[src/rtl/itg_pkg.sv]
// Constants and state encoding for the two-wire indexed register target.
package itg_pkg;
   // =====================================================================
   // Link framing
   // =====================================================================
   localparam logic [7:0] ITG_ADDR_WR = 8'h52; // Address byte, controller writes.
   localparam logic [7:0] ITG_ADDR_RD = 8'h53; // Address byte, controller reads.
   localparam logic [3:0] ITG_BYTE_BITS = 4'h8; // Data bits before the acknowledge slot.
   localparam logic [15:0] ITG_PTR_RST = 16'h0000; // Register pointer after reset.
   localparam logic [15:0] ITG_PTR_STEP = 16'h0001; // Pointer advance per byte.

   // =====================================================================
   // Timing
   // =====================================================================
   localparam int ITG_SYS_CLK_NS = 100; // Period of clk_sys.
   localparam int ITG_SPIKE_NS = 50; // Widest pulse the input filter must swallow.
   localparam int ITG_SPIKE_CYC = (ITG_SPIKE_NS + ITG_SYS_CLK_NS - 1) / ITG_SYS_CLK_NS;
   localparam int ITG_MAX_KBPS = 1000; // Fastest link bit rate.
   localparam int ITG_SCL_LOW_NS = 500; // Least clock low time at the fastest rate.
   localparam int ITG_SCL_LOW_CYC = ITG_SCL_LOW_NS / ITG_SYS_CLK_NS;

   // =====================================================================
   // Input lanes of the synchroniser
   // =====================================================================
   localparam int ITG_LANES = 3;
   localparam int ITG_LANE_SCL = 0;
   localparam int ITG_LANE_SDA = 1;
   localparam int ITG_LANE_RST = 2;

   // Message phase, Gray coded along address, index high, index low, write.
   typedef enum logic [2:0] {
      ITG_ST_IDLE = 3'h0,
      ITG_ST_ADDR = 3'h1,
      ITG_ST_IDXH = 3'h3,
      ITG_ST_IDXL = 3'h2,
      ITG_ST_WR = 3'h6,
      ITG_ST_RD = 3'h7
   } itg_state_t;
endpackage : itg_pkg

[src/rtl/itg_target.sv]
// Two-wire serial target port with a 16-bit auto-incrementing register pointer.
`timescale 1ns/1ps
module itg_target
   import itg_pkg::*;
(
   input wire logic clk_sys,
   input wire logic sys_rst,
   input wire logic scl_in,
   input wire logic sda_in,
   output logic sda_out,
   output logic sda_oe,
   input wire logic iface_rst,
   output logic [15:0] reg_ptr,
   input wire logic [7:0] reg_rdata,
   output logic [15:0] reg_waddr,
   output logic [7:0] reg_wdata,
   output logic reg_we
);

   // =====================================================================
   // Input synchronisers and glitch filter
   // =====================================================================
   logic [ITG_LANES-1:0] s1_q;
   logic [ITG_LANES-1:0] s2_q;
   logic [ITG_LANES-1:0] s3_q;
   logic [ITG_LANES-1:0] flt_q;
   logic [ITG_LANES-1:0] flt_d;

   // sync then filter
   // A lane only changes once taps two and three agree, so a pulse shorter than
   // one clock period (ITG_SPIKE_CYC) never reaches the edge detectors.
   genvar gi;
   generate
      for (gi = 0; gi < ITG_LANES; gi++) begin : g_lane
         assign flt_d[gi] = (s2_q[gi] == s3_q[gi]) ? s3_q[gi] : flt_q[gi];
         // Pads idle high through their pull-ups, except the reset pin.
         always_ff @(posedge clk_sys) begin
            if (sys_rst) begin
               s1_q[gi] <= (gi != ITG_LANE_RST);
               s2_q[gi] <= (gi != ITG_LANE_RST);
               s3_q[gi] <= (gi != ITG_LANE_RST);
               flt_q[gi] <= (gi != ITG_LANE_RST);
            end else begin
               s1_q[gi] <= (gi == ITG_LANE_SCL) ? scl_in : (gi == ITG_LANE_SDA) ? sda_in : iface_rst;
               s2_q[gi] <= s1_q[gi];
               s3_q[gi] <= s2_q[gi];
               flt_q[gi] <= flt_d[gi];
            end
         end
      end
   endgenerate

   // =====================================================================
   // Edge and framing detection
   // =====================================================================
   // sampling margin
   // At 1 Mbit/s the clock stays low ITG_SCL_LOW_CYC system cycles, enough for
   // the three-tap path; slower rates down to a stopped clock simply wait.
   wire scl_f = flt_d[ITG_LANE_SCL];
   wire sda_f = flt_d[ITG_LANE_SDA];
   wire rst_f = flt_d[ITG_LANE_RST];
   wire scl_rise = scl_f & ~flt_q[ITG_LANE_SCL];
   wire scl_fall = ~scl_f & flt_q[ITG_LANE_SCL];
   wire start_det = scl_f & flt_q[ITG_LANE_SCL] & ~sda_f & flt_q[ITG_LANE_SDA];
   wire stop_det = scl_f & flt_q[ITG_LANE_SCL] & sda_f & ~flt_q[ITG_LANE_SDA];

   // =====================================================================
   // Message state
   // =====================================================================
   itg_state_t st_q, st_d;
   logic [3:0] bit_q, bit_d;
   logic ack_q, ack_d;
   logic [7:0] sh_q, sh_d;
   logic oe_q, oe_d;
   logic [15:0] ptr_q, ptr_d;
   logic [15:0] wa_q, wa_d;
   logic [7:0] wd_q, wd_d;
   logic we_q, we_d;
   logic zero_q;

   wire byte_done = (bit_q == ITG_BYTE_BITS);
   wire addr_hit = (sh_q[7:1] == ITG_ADDR_WR[7:1]);

   // Next-state logic. Framing events outrank clock edges, and the interface
   // reset outranks everything, so a stuck transfer can always be abandoned.
   always_comb begin
      st_d = st_q;
      bit_d = bit_q;
      ack_d = ack_q;
      sh_d = sh_q;
      oe_d = oe_q;
      ptr_d = ptr_q;
      wa_d = wa_q;
      wd_d = wd_q;
      we_d = 1'b0;
      if (rst_f) begin
         st_d = ITG_ST_IDLE;
         bit_d = 4'h0;
         ack_d = 1'b0;
         oe_d = 1'b0;
      end else if (stop_det) begin
         st_d = ITG_ST_IDLE;
         ack_d = 1'b0;
         oe_d = 1'b0;
      end else if (start_det) begin
         st_d = ITG_ST_ADDR;
         bit_d = 4'h0;
         ack_d = 1'b0;
         oe_d = 1'b0;
      end else if (st_q != ITG_ST_IDLE) begin
         if (scl_rise) begin
            if (ack_q) begin
               if (st_q == ITG_ST_RD && sda_f) begin
                  st_d = ITG_ST_IDLE;
                  oe_d = 1'b0;
               end
            end else if (!byte_done) begin
               bit_d = 4'(bit_q + 4'h1);
               if (st_q != ITG_ST_RD) begin
                  sh_d = {sh_q[6:0], sda_f};
               end
            end
         end else if (scl_fall) begin
            if (ack_q) begin
               ack_d = 1'b0;
               bit_d = 4'h0;
               oe_d = 1'b0;
               if (st_q == ITG_ST_RD) begin
                  sh_d = {reg_rdata[6:0], 1'b0};
                  oe_d = ~reg_rdata[7];
               end
            end else if (byte_done) begin
               ack_d = 1'b1;
               oe_d = 1'b1;
               unique case (st_q)
                  ITG_ST_ADDR: begin
                     if (addr_hit) begin
                        st_d = sh_q[0] ? ITG_ST_RD : ITG_ST_IDXH;
                     end else begin
                        st_d = ITG_ST_IDLE;
                        ack_d = 1'b0;
                        oe_d = 1'b0;
                     end
                  end
                  ITG_ST_IDXH: begin
                     ptr_d[15:8] = sh_q;
                     st_d = ITG_ST_IDXL;
                  end
                  ITG_ST_IDXL: begin
                     ptr_d[7:0] = sh_q;
                     st_d = ITG_ST_WR;
                  end
                  ITG_ST_WR: begin
                     we_d = 1'b1;
                     wa_d = ptr_q;
                     wd_d = sh_q;
                     ptr_d = 16'(ptr_q + ITG_PTR_STEP);
                  end
                  ITG_ST_RD: begin
                     oe_d = 1'b0;
                     ptr_d = 16'(ptr_q + ITG_PTR_STEP);
                  end
                  ITG_ST_IDLE: begin
                     oe_d = 1'b0;
                  end
               endcase
            end else if (st_q == ITG_ST_RD && bit_q != 4'h0) begin
               oe_d = ~sh_q[7];
               sh_d = {sh_q[6:0], 1'b0};
            end
         end
      end
   end

   // Message registers. The pointer lives on across interface reset because it
   // belongs to the sensor side; only sys_rst clears it.
   always_ff @(posedge clk_sys) begin
      if (sys_rst) begin
         st_q <= ITG_ST_IDLE;
         bit_q <= 4'h0;
         ack_q <= 1'b0;
         sh_q <= 8'h00;
         oe_q <= 1'b0;
      end else begin
         st_q <= st_d;
         bit_q <= bit_d;
         ack_q <= ack_d;
         sh_q <= sh_d;
         oe_q <= oe_d;
      end
   end

   // Register-file side outputs.
   always_ff @(posedge clk_sys) begin
      if (sys_rst) begin
         ptr_q <= ITG_PTR_RST;
         wa_q <= ITG_PTR_RST;
         wd_q <= 8'h00;
         we_q <= 1'b0;
         zero_q <= 1'b0;
      end else begin
         ptr_q <= ptr_d;
         wa_q <= wa_d;
         wd_q <= wd_d;
         we_q <= we_d;
         zero_q <= 1'b0;
      end
   end

   // clock never driven
   // The data pad output is a constant low; only its enable moves.
   assign sda_out = zero_q;
   assign sda_oe = oe_q;
   assign reg_ptr = ptr_q;
   assign reg_waddr = wa_q;
   assign reg_wdata = wd_q;
   assign reg_we = we_q;

   // =====================================================================
   // Assertions
   // =====================================================================
   a_ack_on_match: assert property (@(posedge clk_sys) disable iff (sys_rst)
      (!rst_f && !start_det && !stop_det && scl_fall && !ack_q && byte_done && st_q == ITG_ST_ADDR && addr_hit)
      |=> (sda_oe && ack_q && (st_q == ITG_ST_RD || st_q == ITG_ST_IDXH)))
      else $error("matching address not acknowledged");
   a_no_ack_miss: assert property (@(posedge clk_sys) disable iff (sys_rst)
      (!rst_f && !start_det && !stop_det && scl_fall && !ack_q && byte_done && st_q == ITG_ST_ADDR && !addr_hit)
      |=> (!sda_oe && st_q == ITG_ST_IDLE))
      else $error("foreign address was acknowledged");
   a_dir_latch: assert property (@(posedge clk_sys) disable iff (sys_rst)
      (st_q == ITG_ST_RD && !rst_f && !start_det && !stop_det) |=> (st_q == ITG_ST_RD || st_q == ITG_ST_IDLE))
      else $error("read message changed direction");
   a_write_incr: assert property (@(posedge clk_sys) disable iff (sys_rst)
      reg_we |-> (reg_ptr == 16'(reg_waddr + ITG_PTR_STEP) && reg_wdata == $past(sh_q)))
      else $error("write did not advance pointer");
   a_we_single: assert property (@(posedge clk_sys) disable iff (sys_rst)
      reg_we |=> !reg_we)
      else $error("write strobe longer than one cycle");
   a_nack_release: assert property (@(posedge clk_sys) disable iff (sys_rst)
      (!rst_f && !start_det && !stop_det && scl_rise && ack_q && st_q == ITG_ST_RD && sda_f)
      |=> (!sda_oe && st_q == ITG_ST_IDLE) [*2])
      else $error("data still driven after read not-acknowledge");
   a_start_frame: assert property (@(posedge clk_sys) disable iff (sys_rst)
      (start_det && !rst_f) |=> (st_q == ITG_ST_ADDR && bit_q == 4'h0 && !sda_oe))
      else $error("start did not open address phase");
   a_stop_idle: assert property (@(posedge clk_sys) disable iff (sys_rst)
      stop_det |=> (st_q == ITG_ST_IDLE && !sda_oe))
      else $error("stop did not return port to idle");
   a_port_reset: assert property (@(posedge clk_sys) disable iff (sys_rst)
      rst_f |=> (st_q == ITG_ST_IDLE && !sda_oe && reg_ptr == $past(reg_ptr)))
      else $error("interface reset misbehaved");
   a_sample_rise: assert property (@(posedge clk_sys) disable iff (sys_rst)
      (!rst_f && !start_det && !stop_det && scl_rise && !ack_q && !byte_done
       && st_q != ITG_ST_IDLE && st_q != ITG_ST_RD)
      |=> (sh_q[0] == $past(sda_f) && bit_q == 4'($past(bit_q) + 4'h1)))
      else $error("data bit not captured on rising clock");
   a_oe_clk_low: assert property (@(posedge clk_sys) disable iff (sys_rst || rst_f)
      (sda_oe != $past(sda_oe) && $past(sda_oe)) || (sda_oe && !$past(sda_oe)) |-> !$past(scl_f) || !sda_oe)
      else $error("data drive asserted while clock high");
endmodule : itg_target

[config.mk]
export PLATFORM = sky130hd
export DESIGN_NAME = itg_target
export DESIGN_NICKNAME = d
export VERILOG_FILES = /design/src/rtl/itg_pkg.sv /design/src/rtl/itg_target.sv
export SDC_FILE = /design/constraint.sdc
export NUM_CORES = 1
export LEC_CHECK = 0
export ABC_AREA = 1
export BUFFER_PORTS_ARGS = -buffer_cell sky130_fd_sc_hd__clkbuf_2
export CAP_MARGIN = 20
export CELL_PAD_IN_SITES_DETAIL_PLACEMENT = 0
export CELL_PAD_IN_SITES_GLOBAL_PLACEMENT = 1
export CORE_MARGIN = 2
export CORE_UTILIZATION = 40
export CTS_CLUSTER_DIAMETER = 80
export CTS_CLUSTER_SIZE = 20
export DETAILED_ROUTE_END_ITERATION = 8
export PLACE_DENSITY = 0.82
export SYNTH_ARGS = -nofsm -noshare
export SYNTH_HDL_FRONTEND = slang
export SYNTH_SLANG_ARGS = --single-unit
[constraint.sdc]
create_clock -name clk_sys -period 2.3 [get_ports clk_sys]
set_input_delay 0 -clock clk_sys [delete_from_list [all_inputs] [get_ports clk_sys]]
set_output_delay 0 -clock clk_sys [all_outputs]
set_load 0.01 [all_outputs]
==> results of run 1 <==
-- flip-flops by register name (all words and copies together) (netlist names) --
name,count
ack_q,1
bit_q,4
flt_q,3
reg_ptr,16
reg_waddr,16
reg_wdata,8
reg_we,1
s1_q,3
s2_q,3
s3_q,3
sda_oe,1
sh_q,8
st_q,3
-- metal layers --
| layer | track usage, % | part of all wire, % | vias up |
|---|---|---|---|
| li1 | - | - | 2072 |
| met1 | 26.9 | 47 | 1797 |
| met2 | 35.4 | 48 | 85 |
| met3 | 2.92 | 3.9 | 7 |
| met4 | 5.97 | 0.75 | 0 |
| met5 | 0 | 0 | - |
-- power by group --
part           total, uW  internal [uW]  switching (uW)
logic               67.0           25.3            41.6
clock network       1020            503             513
registers           1220           1220            3.15
-- how the worst max path moves through the flow --
stage	from	to	slack [ns]	cells after the start
after floorplan	flt_q[0]	bit_q[1]	0.47	15
after global routing	flt_q[0]	bit_q[1]	0.09	14
after detailed placement	flt_q[0]	bit_q[1]	0.31	14
after global placement	flt_q[0]	bit_q[1]	0.41	14
final	flt_q[0]	bit_q[1]	0.30	14
after CTS	flt_q[0]	bit_q[1]	0.31	14
-- logic make-up (layout without fill, tap and decap cells) --
logic type	after synthesis	in the layout	share of synthesized area, %
xor+xnor	2	2	0.449
flops	70	70	35.9
fa+ha+maj	6	6	1.92
other cells	1	1	0.0960
buf+inv	94	153	10.5
simple gates	373	373	41.0
compound gates	76	76	10.1
-- through the flow --
step | hold slack [ns] | cell area [sq um] | setup slack [ns]
final | 0.0625 | 4530 | 0.301
after global routing | 0.0791 | 4530 | 0.0851
after CTS | 0.0470 | 4530 | 0.309
after detailed placement | 0.190 | 4300 | 0.307
after global placement | 0.187 | 4300 | 0.411
after floorplan | 0.104 | 3910 | 0.472
-- critical path, delay by kind of cell, from the launching register on --
kind / cells / cell delay [ns]
compound gates: 1 / 0.16
fa+ha+maj: 1 / 0.18
buf+inv: 2 / 0.25
flops: 1 / 0.41
simple gates: 10 / 0.91
-- repair_timing --
| action | 4_1_cts | 5_1_grt |
|---|---|---|
| gates resized for setup | 0 | 0 |
| hold buffers | 3 | 0 |
| hold endpoints to repair | 3 | 0 |
| buffers inserted | 0 | 0 |
-- cell type report --
cell class | count | area [sq um] | area share [%]
clock buffer | 9 | 124 | 2.73
clock inverter | 7 | 72.6 | 1.60
inverter | 70 | 263 | 5.80
multi-input combinational | 458 | 2100 | 46.4
sequential | 70 | 1400 | 30.9
tap | 133 | 166 | 3.67
timing repair buffer | 67 | 400 | 8.84
-- Yosys cell counts --
cell / instances
sky130_fd_sc_hd__inv_2: 3
sky130_fd_sc_hd__nand3_2: 2
sky130_fd_sc_hd__a21oi_1: 51
sky130_fd_sc_hd__nand3b_1: 3
sky130_fd_sc_hd__nand2_1: 185
sky130_fd_sc_hd__nand4_1: 16
sky130_fd_sc_hd__dfxtp_1: 70
sky130_fd_sc_hd__conb_1: 1
sky130_fd_sc_hd__o21ai_0: 20
sky130_fd_sc_hd__nor2_2: 2
sky130_fd_sc_hd__nor2_1: 101
sky130_fd_sc_hd__nor2_4: 3
sky130_fd_sc_hd__nand3_4: 1
sky130_fd_sc_hd__o21ai_2: 2
sky130_fd_sc_hd__buf_1: 2
sky130_fd_sc_hd__nor4_1: 1
sky130_fd_sc_hd__ha_1: 6
sky130_fd_sc_hd__xnor2_1: 1
sky130_fd_sc_hd__o21a_1: 1
sky130_fd_sc_hd__buf_2: 8
sky130_fd_sc_hd__or2_2: 7
sky130_fd_sc_hd__nand3_1: 45
sky130_fd_sc_hd__nor3_2: 2
sky130_fd_sc_hd__buf_4: 3
sky130_fd_sc_hd__a31oi_1: 1
sky130_fd_sc_hd__clkbuf_1: 6
sky130_fd_sc_hd__nand2_2: 1
sky130_fd_sc_hd__xor2_1: 1
sky130_fd_sc_hd__buf_6: 5
sky130_fd_sc_hd__a31o_2: 1
sky130_fd_sc_hd__nor3_1: 4
sky130_fd_sc_hd__inv_1: 67
==> results.env, run 1 <==
ROUTED_VIAS=3961
TIMING.SETUP.CRITICAL_PATH_CLASS='flop to flop'
DRIVE_GT1_SHARE_PCT=15.4
SYNTH.AREA.TOP_CELLS='sky130_fd_sc_hd__dfxtp_1, sky130_fd_sc_hd__nand2_1, sky130_fd_sc_hd__nor2_1'
GRT_PASS1_VIAS=3601
YOSYS.AREA.TOP_TYPE='sky130_fd_sc_hd__dfxtp_1'
DRT-INITIAL-DRC-COUNT=219
REG2REG_SETUP_SLACK_NS=0.30
TIMING.CRITICAL_PATH.ARRIVAL_NS=2.24
VDD_IR_DROP_MAX_V=0.000383
CRIT-REG2REG-LAUNCH='flt_q[0]'
CTS.PATH.MAX_BUFFERS=2
CTS.SINK_COUNT=70
SYN-INSTANCE-COUNT=622
DETAIL_ROUTE.FIRST_PASS.ITERATIONS=5
MIN_TO='sda_oe'
POSTROUTEANTENNANETS=0
PLACE_HPWL_UM=7660
TIMING_HOLD_VIOLATIONS_FINAL=0
FINALWIRELENGTH_UM=10400
WORSTPATHCELLLIST='nand2_1 -> nand2_1 -> o21a_1 -> ha_1 -> inv_1 -> buf_4 -> nor2_1 -> nor2_1 -> nand2_1 -> nand2_1 -> nor2_1 -> nand2_1 -> nand3_1 -> nor2_1'
START_KIND='flop'
CRITPATHCAPTURETYPE='flop'
CLOCK_SLEW_AT_THE_REGISTER_CLOCK_PINS_OF_THE_WORST_SETUP_AND_HOLD_PATHS_NS=0.08
FP.DIEH_UM=103
MAX_CAP_VIOL_COUNT=0
GRTUSAGETOTAL_PCT=20.6
LAYOUT.FILLER_CELLS=1087
HTREE_NUM_LEVELS=3
TIMING.FINAL.CRIT_PERIOD_NS=2.00
DETAIL_ROUTE.DRC_VIOLATIONS=0
CRITICAL_PATH.MAX_FANOUT=8
SETUP_VIOLATIONS=0
PERIOD_SHARE_PCT=86.9
CTS_BUFFERS=9
CORE.ROWCOUNT=36
SYNTH.YOSYS.WARNINGS=0
WHS_PATH_DEPTH=6
NETLIST_AREA_SQ_MM=0.00391
AREA_DELTA_SYNTH_FINAL_PCT=16.0
DIE_X_UM=103
FINCLKSKEW_NS=0.0149
FINALMAXSLEWVIOLATIONS=0
LAYOUTNONFILLERINSTCOUNT=814
IOS=56
SYNTH.FF_LATCH_COUNT=70
WORST_SKEW_PAIR.LATE_LATENCY_NS=0.35
WORSTHOLDSTART='reg_rdata[7]'
MAPPEDNETLISTNETS=641
FINALNETCOUNT=695
GLOBALROUTE.TOTALOVERFLOW=0
DETAIL_ROUTE.WL_PER_CELL_UM=12.7
START_UTIL_PCT=40.5
MOSTFREQUENTLAYOUTCELL='sky130_fd_sc_hd__nand2_1'
SYNTH-SEQ-AREA-SHARE_PCT=35.9
WIRE_LENGTH_OF_THE_FIRST_GLOBAL_ROUTING_PASS_UM=17100
PLACER_S_FINAL_ROUTABILITY_CONGESTION_ESTIMATE=0.901
POSTSYNTHAREAPERCELL_SQ_UM=6.28
AVGVIACOUNTPERCELL=4.87
CRITICAL-PATH-SLOWEST-CELL='sky130_fd_sc_hd__dfxtp_1'
FMAXACHIEVABLE_MHz=500
LARGEST_NET_DEGREE_AT_THE_START_OF_GLOBAL_ROUTING=49
NUMPLACEDINSTANCES=795
CRIT-REG2REG-CAPTURE='bit_q[1]'
POWER.LEAKAGE_uW=0.00206
RSZ0062_AT_GRT='no'
YOSYS.CELL_TYPES.COUNT=32
P_TOTAL_uW=2300
NUMBER_OF_INSERTED_DIODES=0
CTS_TREE='done'
CLOCK-ROOT-BUFFER='sky130_fd_sc_hd__clkbuf_8'
STATUS='complete, no violations'
DIE_AREA_SQ_MM=0.0106
LAYOUT.CORE_UTILIZATION_PCT=47.0
WORSTHOLDPATHTYPE='input pin to flop'
PORT-BUFFER-COUNT=54
SYNTH_LARGEST_TYPE_AREA_FRACTION_PCT=35.9
LAYOUT.CELLS.MOST_COMMON_LIST='sky130_fd_sc_hd__nand2_1, sky130_fd_sc_hd__nor2_1, sky130_fd_sc_hd__dfxtp_1, sky130_fd_sc_hd__inv_1, sky130_fd_sc_hd__clkbuf_2'
TIMING.CRITICAL_PATH.MODE_CELL='sky130_fd_sc_hd__nand2_1'
CORE_AREA_SQ_MM=0.00964
CRIT_REQUIRED_NS=2.54
INITIAL_ANTENNA_VIOLATION_COUNT=0
FF2FF_PATH_DEPTH=14
TIMING.SETUP.TNS_NS=0
POWER_DENSITY_mW_PER_MM2=508
MAX_STAGE_DELAY_NS=0.41
Power figures use the tool's default switching activity.
==> run 2, diff against run 1 <==
--- a/config.mk
+++ b/config.mk
@@ -6,7 +6,7 @@
 export NUM_CORES = 1
 export LEC_CHECK = 0
 export ABC_AREA = 1
-export BUFFER_PORTS_ARGS = -buffer_cell sky130_fd_sc_hd__clkbuf_2
+export BUFFER_PORTS_ARGS = -buffer_cell sky130_fd_sc_hd__buf_2
 export CAP_MARGIN = 20
 export CELL_PAD_IN_SITES_DETAIL_PLACEMENT = 0
 export CELL_PAD_IN_SITES_GLOBAL_PLACEMENT = 1
==> results.env, run 2 (synthesized netlist as in run 1, its figures left out) <==
TIMING.SLEW.HEADROOM_PCT=65.3
FINCLKSKEW_NS=0.0152  # +0.000301 ns
PORT-BUFFER-COUNT=54  # unchanged
CRITICAL-PATH-SLOWEST-CELL='sky130_fd_sc_hd__dfxtp_1'
DRIVE_GT1_SHARE_PCT=15.4  # unchanged
CLOCK_SLEW_AT_THE_REGISTER_CLOCK_PINS_OF_THE_WORST_SETUP_AND_HOLD_PATHS_NS=0.08  # about the same
CRITPATHCAPTURETYPE='flop'
ROUTED_VIAS=3980  # +0.48%
CORE_AREA_SQ_MM=0.00964  # unchanged
HOLD_WS_NS=0.0574  # -0.00510 ns
CLOCK-ROOT-BUFFER='sky130_fd_sc_hd__clkbuf_8'
FINALMAXSLEWVIOLATIONS=0  # unchanged
TIMING.FINAL.CRIT_PERIOD_NS=2.00  # +0.000640 ns
TIMING_HOLD_VIOLATIONS_FINAL=0  # unchanged
NUMBER_OF_INSERTED_DIODES=0  # unchanged
LAYOUT.CELLS.MOST_COMMON_LIST='sky130_fd_sc_hd__nand2_1, sky130_fd_sc_hd__nor2_1, sky130_fd_sc_hd__dfxtp_1, sky130_fd_sc_hd__inv_1, sky130_fd_sc_hd__buf_2'
PERIOD_SHARE_PCT=86.9  # about the same
AVGVIACOUNTPERCELL=4.89  # +0.48%
DIE_AREA_SQ_MM=0.0106  # unchanged
CRITICAL_PATH.MAX_FANOUT=9  # +1
FINALNETCOUNT=695  # unchanged
DETAIL_ROUTE.FIRST_PASS.ITERATIONS=5  # unchanged
DIE_X_UM=103  # unchanged
START_KIND='flop'
IOS=56  # unchanged
MAX_CAP_VIOL_COUNT=0  # unchanged
LAYOUT.FILLER_CELLS=1089  # +0.18%
GRT_PASS1_VIAS=3602  # +0.028%
CTS_TREE='done'
LAYOUTNONFILLERINSTCOUNT=814  # unchanged
AREA_DELTA_SYNTH_FINAL_PCT=15.3
HTREE_NUM_LEVELS=3  # unchanged
CRIT_BUF_INV=3  # +1
WORSTHOLDPATHTYPE='input pin to flop'
CTS.SINK_COUNT=70  # unchanged
CP_TOP_FAMILY='simple AND/OR/NAND/NOR gates'
WORST_SKEW_PAIR.LATE_LATENCY_NS=0.35  # about the same
INITIAL_ANTENNA_VIOLATION_COUNT=0  # unchanged
STATUS='complete, no violations'
CTS_BUFFERS=9  # unchanged
TIMING.SETUP.CRITICAL_PATH_CLASS='flop to flop'
PLACE_HPWL_UM=7680  # +0.26%
TIGHTESTPINTRANSITION_NS=0.521
MULTI_INPUT_GATE_AREA_SQ_MM=0.00210  # unchanged
START_UTIL_PCT=40.5  # unchanged
SETUP_VIOLATIONS=0  # unchanged
FMAXACHIEVABLE_MHz=500  # about the same
LARGEST_NET_DEGREE_AT_THE_START_OF_GLOBAL_ROUTING=49  # unchanged
CRIT_REQUIRED_NS=2.58  # +0.04 ns
TIMING.CRITICAL_PATH.ARRIVAL_NS=2.28  # +0.04 ns
WORSTPATHCELLLIST='nand2_1 -> nand2_1 -> o21a_1 -> ha_1 -> inv_1 -> buf_4 -> nor2_1 -> nor2_1 -> o21ai_2 -> nand3_4 -> nand2_1 -> inv_1 -> nor2_1'
NUMPLACEDINSTANCES=795  # unchanged
CTSRESIZECOUNT=0  # unchanged
VDD_IR_DROP_MAX_V=0.000390  # +1.7%
MOSTFREQUENTLAYOUTCELL='sky130_fd_sc_hd__nand2_1'
REGAREA_SQ_MM=0.00140  # unchanged
FP.DIEH_UM=103  # unchanged
DETAIL_ROUTE.DRC_VIOLATIONS=0  # unchanged
FINALWIRELENGTH_UM=10300  # -0.21%
DETAIL_ROUTE.WL_PER_CELL_UM=12.7  # -0.21%
TIMING.SETUP.TNS_NS=0  # unchanged
RSZ0062_AT_GRT='no'
GLOBALROUTE.TOTALOVERFLOW=0  # unchanged
POWER_DENSITY_mW_PER_MM2=485  # -4.7%
MAX_STAGE_DELAY_NS=0.41  # about the same
PLACER_S_FINAL_ROUTABILITY_CONGESTION_ESTIMATE=0.917  # +1.8%
POWER.LEAKAGE_uW=0.00210  # +1.5%
GRTUSAGETOTAL_PCT=20.4  # -0.16 points
POST_CTS.REPAIR.SETUP_BUFFERS=0  # unchanged
DRT-INITIAL-DRC-COUNT=212  # -3.2%
WIRE_LENGTH_OF_THE_FIRST_GLOBAL_ROUTING_PASS_UM=17000  # -0.65%
CTS.PATH.MAX_BUFFERS=2  # unchanged
POSTROUTEANTENNANETS=0  # unchanged
CORE.ROWCOUNT=36  # unchanged
run 2: path summary, 6_finish.rpt:
path / from / end / slack [ns] / depth (start not counted)
min reg2reg: s1_q[2] / s2_q[2] / 0.41 / 2
min: sys_rst / flt_q[2] / 0.06 / 2
max: flt_q[0] / sh_q[0] / 0.30 / 13
max reg2reg: flt_q[0] / sh_q[0] / 0.30 / 13
run 2: stage by stage:
stage	total power (uW)	instance area [sq um]	setup WS [ns]	utilization [%]
2_1_floorplan	1290	3910	0.472	-
3_3_place_gp	1310	4300	0.392	44.6
3_5_place_dp	1310	4300	0.307	44.6
4_1_cts	2210	4510	0.303	46.7
5_1_grt	2300	4510	0.0332	46.7
6_report	2180	4510	0.301	46.7
run 2: where the power goes:
group / switching (uW) / internal, uW / leakage [uW] / total, uW
clock network: 503 / 393 / 0.0000894 / 896
registers: 3.31 / 1220 / 0.000565 / 1220
logic: 42.2 / 25.2 / 0.00144 / 67.4
run 2: per-layer routing:
| metal | share of wire [%] | GRT usage [%] | up-vias | routed length [um] |
|---|---|---|---|---|
| met4 | 0.64 | 5.57 | 0 | 66 |
| met5 | 0 | 0 | - | 0 |
| met3 | 4.2 | 3.46 | 7 | 431 |
| met1 | 47 | 26.6 | 1815 | 4840 |
| met2 | 48 | 35.0 | 79 | 5000 |
| li1 | - | - | 2079 | - |
run 2: final cells by class:
| cell class | instances | area share [%] |
|---|---|---|
| multi-input combinational | 458 | 46.7 |
| tap | 133 | 3.69 |
| sequential | 70 | 31.1 |
| clock buffer | 9 | 2.75 |
| inverter | 70 | 5.83 |
| clock inverter | 7 | 1.08 |
| timing repair buffer | 67 | 8.89 |
run 2: what timing repair did:
action / CTS / global route
endpoints found under the hold margin: 3 / 0
setup endpoints to repair: 0 / 0
hold buffers: 3 / 0
